### config.mk
export PLATFORM = sky130hd
export DESIGN_NAME = tmc_timer16
export DESIGN_NICKNAME = d
export VERILOG_FILES = /design/src/common/tmc_pkg.sv /design/src/verilog/tmc_noise_filter.sv /design/src/verilog/tmc_timer16.sv
export SDC_FILE = /design/constraint.sdc
export NUM_CORES = 1
export LEC_CHECK = 0
export ABC_CLOCK_PERIOD_IN_PS = 10600
export BUFFER_PORTS_ARGS = -buffer_cell sky130_fd_sc_hd__buf_2
export CAP_MARGIN = 10
export CORE_MARGIN = 10
export CORE_UTILIZATION = 67
export CTS_BUF_LIST = sky130_fd_sc_hd__clkbuf_2
export CTS_CLUSTER_DIAMETER = 150
export CTS_CLUSTER_SIZE = 14
export DETAILED_ROUTE_END_ITERATION = 6
export PLACE_DENSITY_LB_ADDON = 0.05
export SETUP_SLACK_MARGIN = 0.4
export SLEW_MARGIN = 20
export SYNTH_ARGS = -nofsm -noshare
export SYNTH_HDL_FRONTEND = slang
export SYNTH_SLANG_ARGS = --single-unit
### constraint.sdc
create_clock -name CLK_SYS_I -period 10.6 [get_ports CLK_SYS_I]
set_input_delay 0.53 -clock CLK_SYS_I [delete_from_list [all_inputs] [get_ports CLK_SYS_I]]
set_output_delay 0.53 -clock CLK_SYS_I [all_outputs]
set_load 0.05 [all_outputs]
### src/common/tmc_pkg.sv
// tmc_pkg: constants shared by the 16-bit timer/counter with input capture.
// assumes an 8-bit cpu i/o port with a 4-bit location index.
package tmc_pkg;
   // i/o locations (index into the timer's own 16-entry window)
   localparam logic [3:0] ADR_CTRL_A = 4'h0;
   localparam logic [3:0] ADR_CTRL_B = 4'h1;
   localparam logic [3:0] ADR_CNT_LO = 4'h4;
   localparam logic [3:0] ADR_CNT_HI = 4'h5;
   localparam logic [3:0] ADR_CAP_LO = 4'h6;
   localparam logic [3:0] ADR_CAP_HI = 4'h7;
   localparam logic [3:0] ADR_CMP_LO = 4'h8;
   localparam logic [3:0] ADR_CMP_HI = 4'h9;
   localparam logic [3:0] ADR_FLAGS = 4'hA;
   localparam logic [3:0] ADR_MASK = 4'hB;

   // field positions
   localparam int CA_WGM_LSB = 0;
   localparam int CB_CS_LSB = 0;
   localparam int CB_WGM_LSB = 3;
   localparam int CB_EDGE_BIT = 6;
   localparam int CB_NOISE_BIT = 7;
   localparam int FLAG_OVF_BIT = 0;
   localparam int FLAG_CAP_BIT = 5;

   // reset values
   localparam logic [7:0] BYTE_RST = 8'h00;
   localparam logic [15:0] WORD_RST = 16'h0000;
   localparam logic [3:0] SHIFT_RST = 4'h0;

   // clock-source select codes
   localparam logic [2:0] CS_NONE = 3'h0;
   localparam logic [2:0] CS_DIV1 = 3'h1;
   localparam logic [2:0] CS_PRE_FIRST = 3'h2;
   localparam logic [2:0] CS_PRE_LAST = 3'h5;
   localparam logic [2:0] CS_EXT_FALL = 3'h6;
   localparam logic [2:0] CS_EXT_RISE = 3'h7;

   // fixed count limits
   localparam logic [15:0] CNT_MAX = 16'hFFFF;
   localparam logic [15:0] CNT_BOTTOM = 16'h0000;
   localparam logic [15:0] TOP_8BIT = 16'h00FF;
   localparam logic [15:0] TOP_9BIT = 16'h01FF;
   localparam logic [15:0] TOP_10BIT = 16'h03FF;

   // noise filter length in system clock samples
   localparam int FILT_SAMPLES = 4;
endpackage

### src/verilog/tmc_noise_filter.sv
// tmc_noise_filter: four-sample agreement filter on one trigger input.
// assumes the input is already synchronous to CLK_SYS_I.
`timescale 1ns/1ps
module tmc_noise_filter (
   input wire logic clk_i,
   input wire logic rst_i,
   input wire logic ce_i,
   input wire logic sample_i,
   output logic filt_o
);
   import tmc_pkg::*;

   typedef struct packed {
      logic [FILT_SAMPLES-1:0] shift;
      logic out;
   } tmc_filt_st_t;

   tmc_filt_st_t st_r;
   tmc_filt_st_t st_nxt;

   always_comb begin
      st_nxt = st_r;
      st_nxt.shift = {st_r.shift[FILT_SAMPLES-2:0], sample_i};
      // judged on the window incl. this sample, so the delay is four clocks
      if (&st_nxt.shift) begin
         st_nxt.out = 1'b1;
      end else if (~|st_nxt.shift) begin
         st_nxt.out = 1'b0;
      end
   end

   always_ff @(posedge clk_i or posedge rst_i) begin
      if (rst_i) begin
         st_r <= '0;
      end else if (ce_i) begin
         st_r <= st_nxt;
      end
   end

   assign filt_o = st_r.out;

   a_filter_agree: assert property (@(posedge clk_i) disable iff (rst_i)
      $changed(st_r.out) |-> (st_r.shift == {FILT_SAMPLES{st_r.out}}))
      else $error("filter output moved without four equal samples");
endmodule

### src/verilog/tmc_timer16.sv
// tmc_timer16: 16-bit timer/counter with input capture and shared high latch.
// assumes a cpu on an 8-bit i/o port; prescaler taps arrive as 1-cycle ticks.
`timescale 1ns/1ps
module tmc_timer16 (
   input wire logic CLK_SYS_I,
   input wire logic SYS_RST_I,
   input wire logic CE_I,
   input wire logic [3:0] ADDR_I,
   input wire logic [7:0] WDATA_I,
   input wire logic WR_I,
   input wire logic RD_I,
   output logic [7:0] RDATA_O,
   input wire logic [3:0] PRESC_TICK_I,
   input wire logic EXT_COUNT_PIN_I,
   input wire logic CAPTURE_PIN_I,
   input wire logic COMPARATOR_OUTPUT_I,
   input wire logic COMPARATOR_CAPTURE_SELECT_I,
   input wire logic OVF_ACK_I,
   input wire logic CAP_ACK_I,
   output logic OVF_IRQ_O,
   output logic CAP_IRQ_O,
   output logic [15:0] COUNT_VALUE_O
);
   import tmc_pkg::*;

   typedef struct packed {
      logic [7:0] ctrl_a;
      logic [7:0] ctrl_b;
      logic [7:0] mask;
      logic [7:0] hi_latch;
      logic [15:0] count;
      logic [15:0] capture;
      logic [15:0] compare;
      logic count_down;
      logic ovf_flag;
      logic cap_flag;
      logic ext_prev;
      logic trig_smp;
      logic trig_prev;
      logic [7:0] rdata;
   } tmc_st_t;

   tmc_st_t st_r;
   tmc_st_t st_nxt;

   logic [3:0] wgm;
   logic [2:0] csel;
   logic [15:0] top;
   logic dual_slope;
   logic fast_pwm;
   logic cap_is_top;
   logic tick;
   logic filt_out;
   logic trig_now;
   logic cap_evt;
   logic wr_cnt_lo;

   assign wgm = {st_r.ctrl_b[CB_WGM_LSB +: 2],
      st_r.ctrl_a[CA_WGM_LSB +: 2]};
   assign csel = st_r.ctrl_b[CB_CS_LSB +: 3];

   // sequence decode from the split mode field
   always_comb begin
      top = CNT_MAX;
      dual_slope = 1'b0;
      fast_pwm = 1'b0;
      cap_is_top = 1'b0;
      case (wgm)
         4'h1: begin top = TOP_8BIT; dual_slope = 1'b1; end
         4'h2: begin top = TOP_9BIT; dual_slope = 1'b1; end
         4'h3: begin top = TOP_10BIT; dual_slope = 1'b1; end
         4'h4: top = st_r.compare;
         4'h5: begin top = TOP_8BIT; fast_pwm = 1'b1; end
         4'h6: begin top = TOP_9BIT; fast_pwm = 1'b1; end
         4'h7: begin top = TOP_10BIT; fast_pwm = 1'b1; end
         4'h8, 4'hA: begin
            top = st_r.capture;
            dual_slope = 1'b1;
            cap_is_top = 1'b1;
         end
         4'h9, 4'hB: begin top = st_r.compare; dual_slope = 1'b1; end
         4'hC: begin top = st_r.capture; cap_is_top = 1'b1; end
         4'hE: begin
            top = st_r.capture;
            fast_pwm = 1'b1;
            cap_is_top = 1'b1;
         end
         4'hF: begin top = st_r.compare; fast_pwm = 1'b1; end
         default: top = CNT_MAX;
      endcase
   end

   // timer tick: none, system clock, prescaler taps or external pin edge
   always_comb begin
      case (csel)
         CS_NONE: tick = 1'b0;
         CS_DIV1: tick = 1'b1;
         CS_EXT_FALL: tick = st_r.ext_prev & ~EXT_COUNT_PIN_I;
         CS_EXT_RISE: tick = ~st_r.ext_prev & EXT_COUNT_PIN_I;
         default: tick = PRESC_TICK_I[2'(csel - CS_PRE_FIRST)];
      endcase
   end

   // the pin input is read as is, so the pin's own port driving it counts
   tmc_noise_filter u_filter (
      .clk_i(CLK_SYS_I),
      .rst_i(SYS_RST_I),
      .ce_i(CE_I),
      .sample_i(st_r.trig_smp),
      .filt_o(filt_out)
   );

   assign trig_now = st_r.ctrl_b[CB_NOISE_BIT] ?
      filt_out : st_r.trig_smp;
   // the edge detector stays live except in capture-as-top modes
   assign cap_evt = ~cap_is_top & (st_r.ctrl_b[CB_EDGE_BIT] ?
      (trig_now & ~st_r.trig_prev) : (~trig_now & st_r.trig_prev));
   assign wr_cnt_lo = WR_I && (ADDR_I == ADR_CNT_LO);

   always_comb begin
      st_nxt = st_r;
      st_nxt.ext_prev = EXT_COUNT_PIN_I;
      st_nxt.trig_smp = COMPARATOR_CAPTURE_SELECT_I ?
         COMPARATOR_OUTPUT_I : CAPTURE_PIN_I;
      st_nxt.trig_prev = trig_now;

      // counting; a cpu write below overrides this
      if (tick) begin
         if (dual_slope) begin
            if (!st_r.count_down) begin
               if (st_r.count >= top) begin
                  st_nxt.count_down = 1'b1;
                  st_nxt.count = st_r.count - 16'h0001;
               end else begin
                  st_nxt.count = st_r.count + 16'h0001;
               end
            end else if (st_r.count == CNT_BOTTOM) begin
               st_nxt.count_down = 1'b0;
               st_nxt.count = st_r.count + 16'h0001;
               st_nxt.ovf_flag = 1'b1;
            end else begin
               st_nxt.count = st_r.count - 16'h0001;
            end
         end else begin
            st_nxt.count_down = 1'b0;
            if (st_r.count == top) begin
               st_nxt.count = CNT_BOTTOM;
            end else begin
               st_nxt.count = st_r.count + 16'h0001;
            end
            if (fast_pwm ? (st_r.count == top) : (st_r.count == CNT_MAX)) begin
               st_nxt.ovf_flag = 1'b1;
            end
         end
      end

      // clearing first so a same-cycle set still wins
      if (OVF_ACK_I || (WR_I && ADDR_I == ADR_FLAGS &&
                        WDATA_I[FLAG_OVF_BIT])) begin
         st_nxt.ovf_flag = 1'b0;
      end
      if (CAP_ACK_I || (WR_I && ADDR_I == ADR_FLAGS &&
                        WDATA_I[FLAG_CAP_BIT])) begin
         st_nxt.cap_flag = 1'b0;
      end
      if (tick && st_nxt.ovf_flag != st_r.ovf_flag && !st_r.ovf_flag) begin
         st_nxt.ovf_flag = 1'b1;
      end
      if (tick && dual_slope && st_r.count_down &&
          st_r.count == CNT_BOTTOM) begin
         st_nxt.ovf_flag = 1'b1;
      end
      if (tick && !dual_slope &&
          (fast_pwm ? (st_r.count == top) : (st_r.count == CNT_MAX))) begin
         st_nxt.ovf_flag = 1'b1;
      end

      if (cap_evt) begin
         st_nxt.capture = st_r.count;
         st_nxt.cap_flag = 1'b1;
      end

      if (WR_I) begin
         case (ADDR_I)
            ADR_CTRL_A: st_nxt.ctrl_a = WDATA_I;
            ADR_CTRL_B: st_nxt.ctrl_b = WDATA_I;
            ADR_MASK: st_nxt.mask = WDATA_I;
            ADR_CNT_HI, ADR_CAP_HI, ADR_CMP_HI:
               st_nxt.hi_latch = WDATA_I;
            ADR_CNT_LO: begin
               st_nxt.count = {st_r.hi_latch, WDATA_I};
            end
            ADR_CAP_LO: begin
               if (cap_is_top) begin
                  st_nxt.capture = {st_r.hi_latch, WDATA_I};
               end
            end
            ADR_CMP_LO: st_nxt.compare = {st_r.hi_latch, WDATA_I};
            default: st_nxt.ctrl_a = st_nxt.ctrl_a;
         endcase
      end

      // read data is registered; an unmapped location reads zero
      if (RD_I) begin
         case (ADDR_I)
            ADR_CTRL_A: st_nxt.rdata = st_r.ctrl_a;
            ADR_CTRL_B: st_nxt.rdata = st_r.ctrl_b;
            ADR_MASK: st_nxt.rdata = st_r.mask;
            ADR_FLAGS: begin
               st_nxt.rdata = BYTE_RST;
               st_nxt.rdata[FLAG_OVF_BIT] = st_r.ovf_flag;
               st_nxt.rdata[FLAG_CAP_BIT] = st_r.cap_flag;
            end
            ADR_CNT_LO: begin
               st_nxt.rdata = st_r.count[7:0];
               st_nxt.hi_latch = st_r.count[15:8];
            end
            ADR_CAP_LO: begin
               st_nxt.rdata = st_r.capture[7:0];
               st_nxt.hi_latch = st_r.capture[15:8];
            end
            ADR_CNT_HI, ADR_CAP_HI: st_nxt.rdata = st_r.hi_latch;
            ADR_CMP_LO: st_nxt.rdata = st_r.compare[7:0];
            ADR_CMP_HI: st_nxt.rdata = st_r.compare[15:8];
            default: st_nxt.rdata = BYTE_RST;
         endcase
      end
   end

   always_ff @(posedge CLK_SYS_I or posedge SYS_RST_I) begin
      if (SYS_RST_I) begin
         st_r <= '0;
      end else if (CE_I) begin
         st_r <= st_nxt;
      end
   end

   assign RDATA_O = st_r.rdata;
   assign COUNT_VALUE_O = st_r.count;
   assign OVF_IRQ_O = st_r.ovf_flag & st_r.mask[FLAG_OVF_BIT];
   assign CAP_IRQ_O = st_r.cap_flag & st_r.mask[FLAG_CAP_BIT];

   a_cap_copy_count: assert property (@(posedge CLK_SYS_I)
      disable iff (SYS_RST_I)
      (CE_I && cap_evt && !(WR_I && ADDR_I == ADR_CAP_LO))
      |=> (st_r.capture == $past(st_r.count)) && st_r.cap_flag)
      else $error("capture did not copy the count with its flag");

   a_cap_flag_set: assert property (@(posedge CLK_SYS_I)
      disable iff (SYS_RST_I)
      (CE_I && cap_evt && CAP_ACK_I) |=> st_r.cap_flag)
      else $error("capture flag lost against a clear");

   a_stop_no_tick: assert property (@(posedge CLK_SYS_I)
      disable iff (SYS_RST_I)
      (CE_I && csel == CS_NONE && !wr_cnt_lo) |=> $stable(st_r.count))
      else $error("count moved with no clock source");

   a_cpu_write_wins: assert property (@(posedge CLK_SYS_I)
      disable iff (SYS_RST_I)
      (CE_I && wr_cnt_lo && tick)
      |=> st_r.count == {$past(st_r.hi_latch), $past(WDATA_I)})
      else $error("count write did not beat the count");

   a_low_read_latch: assert property (@(posedge CLK_SYS_I)
      disable iff (SYS_RST_I)
      (CE_I && RD_I && ADDR_I == ADR_CNT_LO && !WR_I) ##1
      (CE_I && RD_I && ADDR_I == ADR_CNT_HI && !WR_I)
      |=> RDATA_O == $past(st_r.count[15:8], 2))
      else $error("high read did not return the latched count byte");

   a_cap_write_guard: assert property (@(posedge CLK_SYS_I)
      disable iff (SYS_RST_I)
      (CE_I && WR_I && ADDR_I == ADR_CAP_LO && !cap_is_top && !cap_evt)
      |=> $stable(st_r.capture))
      else $error("capture register written outside capture-top mode");

   a_cap_top_quiet: assert property (@(posedge CLK_SYS_I)
      disable iff (SYS_RST_I)
      cap_is_top |-> !cap_evt)
      else $error("capture fired in a capture-as-top mode");

   a_ovf_normal: assert property (@(posedge CLK_SYS_I)
      disable iff (SYS_RST_I)
      (CE_I && tick && wgm == 4'h0 && st_r.count == CNT_MAX && !wr_cnt_lo)
      |=> st_r.ovf_flag && st_r.count == CNT_BOTTOM)
      else $error("normal mode wrap did not set overflow");

   a_cmp_read_direct: assert property (@(posedge CLK_SYS_I)
      disable iff (SYS_RST_I)
      (CE_I && RD_I && ADDR_I == ADR_CMP_HI)
      |=> RDATA_O == $past(st_r.compare[15:8]))
      else $error("compare high read went through the latch");
endmodule
; ---- Word level (Yosys, flattened, before mapping)
; Cells that the tools add are included.
; W data, S select, Z words.
[word_totals]
latch_bits = 0
word_cells = 142
memories = 0
output_inout_bits = 26
rom_bits = 0
input_bits = 27
ramBits = 0
ff_bits = 98
[op_classes]
muxes = 42
div_mod_pow = 0
multipliers = 0
addsub = 3
bitwise_logic = 12
n_lt_le_gt_ge = 2
shifts = 0
n_reduce_logical = 37
n_eq_ne = 30
[ops]
columns = op, count
row1 = $mux W16, 11
row2 = $pmux W16 S5, 1
row3 = $pmux W8 S9, 1
row4 = $mux W56, 1
row5 = $eq A4 B4 Y1 const B, 11
row6 = $eq A4 B3 Y1 const B, 8
row7 = $mux W1, 21
row8 = $add A16 B1 Y16 const B, 1
row9 = $eq A16 B16 Y1, 1
row10 = $eq A16 B16 Y1 const B, 1
row11 = $ge A16 B16 Y1, 1
row12 = $logic_not A16 Y1, 1
row13 = $mux W8, 2
row14 = $pmux W8 S2, 1
row15 = $sub A16 B1 Y16 const B, 1
row16 = $reduce_and A3 Y1, 4
row17 = $reduce_or A4 Y1, 3
row18 = $logic_and A1 B1 Y1, 10
row19 = $eq A4 B1 Y1 const B, 2
row20 = $eq A4 B2 Y1 const B, 2
row21 = $reduce_and A2 Y1, 4
row22 = $reduce_or A2 Y1, 4
row23 = $and A1 B1 Y1, 7
row24 = $reduce_or A7 Y1, 1
row25 = other kinds (18), 26

; ---- Logic depth before layout (Yosys ltp)
[logic_depth]
word_depth = 15
ltp_mapped = 17
ltp_nobuf = 15

; ---- Hierarchy
; A second synthesis with hierarchy kept.
[hier_totals]
cells_unflattened = 776
area_unflattened_um2 = 6815.3
[by_module_without_submodules]
columns = module, cells_per_inst, seq_area_each_um2, instances, area_each_um2
row1 = tmc_timer16, 765, 2352.3, 1, 6647.6
row2 = tmc_noise_filter, 11, 100.1, 1, 167.7

; ---- Worst setup path before layout
; No wires, ideal clock.
[synth_path]
path_type = flip-flop to flip-flop
start = reg st_r[86] in the netlist's numbering
end = reg st_r, in the netlist COUNT_VALUE_O[2]
path_stages_with_launch = 15
setup_time_ps = 123
required_time_ps = 10477
n_path_buf = 1
period_less_slack_ps = 3510
slack_ps = 7090
t_arrival_ps = 3387
path_cell_list = dfrtp_1 clkbuf_1 nand2_1 o21ai_1 nor2_1 nor2_1 ha_1 a21oi_1 o21ai_0 a2111oi_0 o211ai_1 nand2_1 mux2_2 a211oi_1 o21ai_1
[synth_via]
elab_chain_len = 10
elab_cells_between_ends = 31
cone_classes = order compare: 1 / eq/ne: 15 / mux: 9 / reduce/logical: 6
[synth_rtl]
columns = element, line
row1 = "start, declared", tmc_timer16.sv:43  ; tmc_st_t st_r;
row2 = "start signal, assigned", tmc_timer16.sv:234  ; st_r <= st_nxt;
row3 = "$eq A4 B4 Y1, or another cell as far along", tmc_timer16.sv:68  ; case (wgm)
row4 = $reduce_or A4 Y1 (no source line) or $reduce_or A2 Y1 (tied branches), n/a
row5 = $pmux W16 S5, tmc_timer16.sv:68
row6 = $ge A16 B16 Y1, tmc_timer16.sv:131  ; if (st_r.count >= top) begin
row7 = $mux W16, tmc_timer16.sv:131
row8 = $mux W16, tmc_timer16.sv:130  ; if (!st_r.count_down) begin
row9 = $mux W16 (*), tmc_timer16.sv:129  ; if (dual_slope) begin
row10 = $mux W16 (*), tmc_timer16.sv:128  ; if (tick) begin
row11 = $mux W16, tmc_timer16.sv:184  ; case (ADDR_I)
row12 = $mux W56 (*), tmc_timer16.sv:183  ; if (WR_I) begin
; Mark *: on every way between the ends. The rest lies on a longest branch, timed or not.
; A chain may end at the register's enable or synchronous reset.

; ---- Final worst setup path
[layout_path]
start = reg st_r[82] in the netlist's numbering
end = reg st_r, in the netlist COUNT_VALUE_O[2]
; Same word-level chain as after synthesis.

==> results by group <==
Status
  • Status: complete, no violations

Drt
  • Antenna Violating Nets Remaining: 0
  • DR vias/cell: ~7.3
  • WL/cell: between 20 and 25 µm
  • Total wire length: 21800 µm
  • Iteration-0 DRC Markers: ~1100
  • First-pass DRT Iterations: 6
  • # DRC: 0
  • Total number of vias: between 6000 and 7000

Synth
  • Post-synthesis sequential area ratio: between 30% and 40%
  • Top cells by area, synth: dfrtp_1 36%, mux2_2 9.0%, a21oi_1 4.9%, nor2_1 4.5%, o21ai_0 3.9%
  • Synth Instances: just under 800
  • Syn Std Cell Area: about 6700 µm²
  • Post-synth EDFFs: 0
  • Avg Cell Area, Syn: 8.76 µm²
  • Post-synth ARST share: 100%
  • Post-synth top area cell: dfrtp_1
  • Yosys warns: 0
  • FF+latch count, synth: 98
  • Count leader, synth: dfrtp_1
  • Top post-synthesis cells by count: 98 x dfrtp_1, 80 x nor2_1, 66 x a21oi_1
  • Synth Net Count: 814
  • Predominant post-synthesis flop cell: dfrtp_1
  • Yosys cell types: 65
  • Share of Yosys cell area claimed by the top area cell type: 36.4%

Clock tree
  • CTS Buffer Depth: 2
  • CTS tree: built
  • Clk_lat worst skew: ~0.63 ns
  • # resized after CTS: 0
  • TritonCTS Buffers: 9
  • Clock sinks: 98
  • CTS H-Tree Depth: 3
  • Clock root buffer master: clkbuf_2
  • Clock Pin Slew Worst Setup and Hold Paths: ~0.31 ns

Layout
  • P&R area growth vs syn: 3.47%
  • Fill cell count: 797
  • Multi-input logic area: 3840 µm²
  • ANT cells: 0
  • Nets: a little over 800
  • FF/Latch Area: around 2500 µm²
  • Layout cells sized above 1: between 10% and 20%

Worst setup path
  • Crit path kind: register to register
  • Top cell by count, worst path: nor2_1
  • CP cell instances: nor2b_1 > nor2_1 > nor2_1 > ha_1 > a21oi_1 > o21ai_0 > a2111oi_0 > o211ai_1 > buf_4 > nand2_1 > mux2_2 > a211oi_1 > o21ai_1
  • Critical Path RT: between 10 and 15 ns
  • Register-to-register setup slack: around 6.2 ns
  • R2R Path Start: st_r[82]
  • Worst path top cell family by delay: simple AND/OR/NAND/NOR gates
  • Startpoint class of the critical path: register
  • CP max stage cell: nor2b_1
  • Worst Setup End Kind: register
  • CP startpoint: st_r[82]
  • CP Max Fanout: 17
  • CP max stage delay: approximately 0.86 ns
  • Crit path arrival time: ~5.0 ns
  • WP buf/inv: 1

Worst hold path
  • Worst hold path class: primary input to register
  • Hold path startpoint: EXT_COUNT_PIN_I

Run
  • Max-cap viol count: 0

Placed design
  • Routability Congestion: just under 1
  • Place WS: around 6.3 ns
  • Detailed placement HPWL: between 15000 and 20000 µm
  • Port buffer count: 52

Global route
  • GRT Overall Usage: between 20% and 30%
  • Global-route wire length before repair: approximately 34000 µm
  • Vias in the first global route: between 6000 and 7000
  • Largest net degree at the start of global routing: 53
  • Initial antenna violation count: 0
  • Grt ovf: 0

Timing
  • TNS Setup: 0 ns
  • Tightest Pin Transition: ~1.1 ns
  • # setup viols final: 0
  • Setup WS post-layout: 6.19 ns
  • Final hold vios: 0
  • Worst Hold Slack: 0.131 ns
  • Pins over their slew limit: 0
  • Fmax: about 230 MHz
  • Relative slew slack: between 20% and 30%
  • Clock Skew: between 0.04 and 0.05 ns
  • Fin crit period: ~4.4 ns
  • Period Utilization, post-route: 41.6%
  • RSZ-0062 raised after global routing: no

Die
  • Die Area: roughly 14000 µm²
  • Row count: 36
  • CORE AREA: 9770 µm²
  • Starting Density: just under 70%
  • Die width: ~120 µm
  • Die Ht: around 120 µm
  • # IOs: 53

Power
  • Max VDD drop: 0.000160 V
  • Static Leakage: 0.00296 µW
  • Power per cell area: approximately 240 nW/µm²
  • Total Power: 1700 µW
[repair_timing]
action | 4_1_cts | 5_1_grt
hold buffers | 1 | 0
hold endpoints to repair | 46 | 0
setup buffers | 0 | 0
[state kept, by name, summed over array words and instances, names as in the netlist]
register         cells
st_r                67
COUNT_VALUE_O       16
csel                 3
u_filter.st_nxt      3
RDATA_O              8
u_filter.filt_o      1
[layout by cell type (no fill, tap or decap), types with 3 or more instances in the layout]
cell and instances:
nand3b_1 3, a2111oi_0 3, xor2_1 4, o22ai_1 21, a222oi_1 5, nor4_1 9
nand2b_1 10, o31ai_1 8, or2_2 3, buf_4 8, a32oi_1 3, a211o_1 5
a21oi_1 66, a221oi_2 3, mux2_2 54, or3_1 7, nand3_1 18, nor3b_1 5
a221oi_1 9, o21ai_0 52, buf_2 52, clkbuf_2 9, a21o_1 4, a22oi_1 10
nor2_1 80, a22o_1 15, mux2i_1 22, nor3_1 16, a211oi_1 8, nor2b_1 5
nand2_1 53, inv_1 11, nand4_1 11, ha_1 18, and3_1 10, dfrtp_1 98
[power breakdown]
part / internal [µW] / switching [µW] / total, µW / leakage (µW)
combinational: 291 / 492 / 783 / 0.00166
clock: 62.8 / 151 / 214 / 0.0000837
sequential: 481 / 226 / 707 / 0.00121
total: 835 / 870 / 1700 / 0.00296
[metrics by stage]
stage	std cells	cell area [µm²]	util, %
6_report	898	6970	71.4
3_5_place_dp	881	6820	69.8
5_1_grt	898	6970	71.4
4_1_cts	898	6970	71.4
2_1_floorplan	769	6740	-
3_3_place_gp	881	6820	69.8
[worst reg2reg max path: stages, from the launching register on]
cell and delay [ns]:
dfrtp_1 0.72, nor2b_1 0.87, nor2_1 0.31, nor2_1 0.18, ha_1 0.26, a21oi_1 0.16
o21ai_0 0.09, a2111oi_0 0.43, o211ai_1 0.16, buf_4 0.23, nand2_1 0.31, mux2_2 0.38
a211oi_1 0.21, o21ai_1 0.08
[layout make-up]
type	instances	share of cell area [%]
Clock inverter	7	1.36
Tap cell	133	2.39
Inverter	12	0.682
Multi-Input combinational cell	578	55.0
Timing Repair Buffer	61	4.74
Sequential cell	98	35.2
Clock buffer	9	0.646
[layer usage]
metal / part of all wire, % / global-route usage [%] / vias to the layer above / wire length [µm]
li1: - / - / 2835 / -
met1: 40 / 39.4 / 3125 / 8620
met2: 44 / 44.6 / 510 / 9660
met3: 12 / 8.93 / 82 / 2660
met4: 3.9 / 10.9 / 0 / 858
met5: 0 / 0 / - / 0
[final timing paths]
path / to / cells past startpoint
worst max-delay path: COUNT_VALUE_O[2] / 13
worst min-delay path: st_r[10] / 2
worst max register to register: COUNT_VALUE_O[2] / 13
worst min register to register: RDATA_O[2] / 1
max in group asynchronous: st_r[75] / 4
min in group asynchronous: u_filter.st_nxt[4] / 3
[cell families (layout without fill, tap and decap cells)]
logic type,Yosys count,after routing,share of synthesized area (%)
xor+xnor,5,5,0.650
buf+inv,93,89,6.68
simple gates,243,243,17.6
flops,98,98,36.4
compound gates,236,236,23.1
fa+ha+maj,18,18,3.34
mux,76,76,12.3
(Power assumes the default switching activity.)
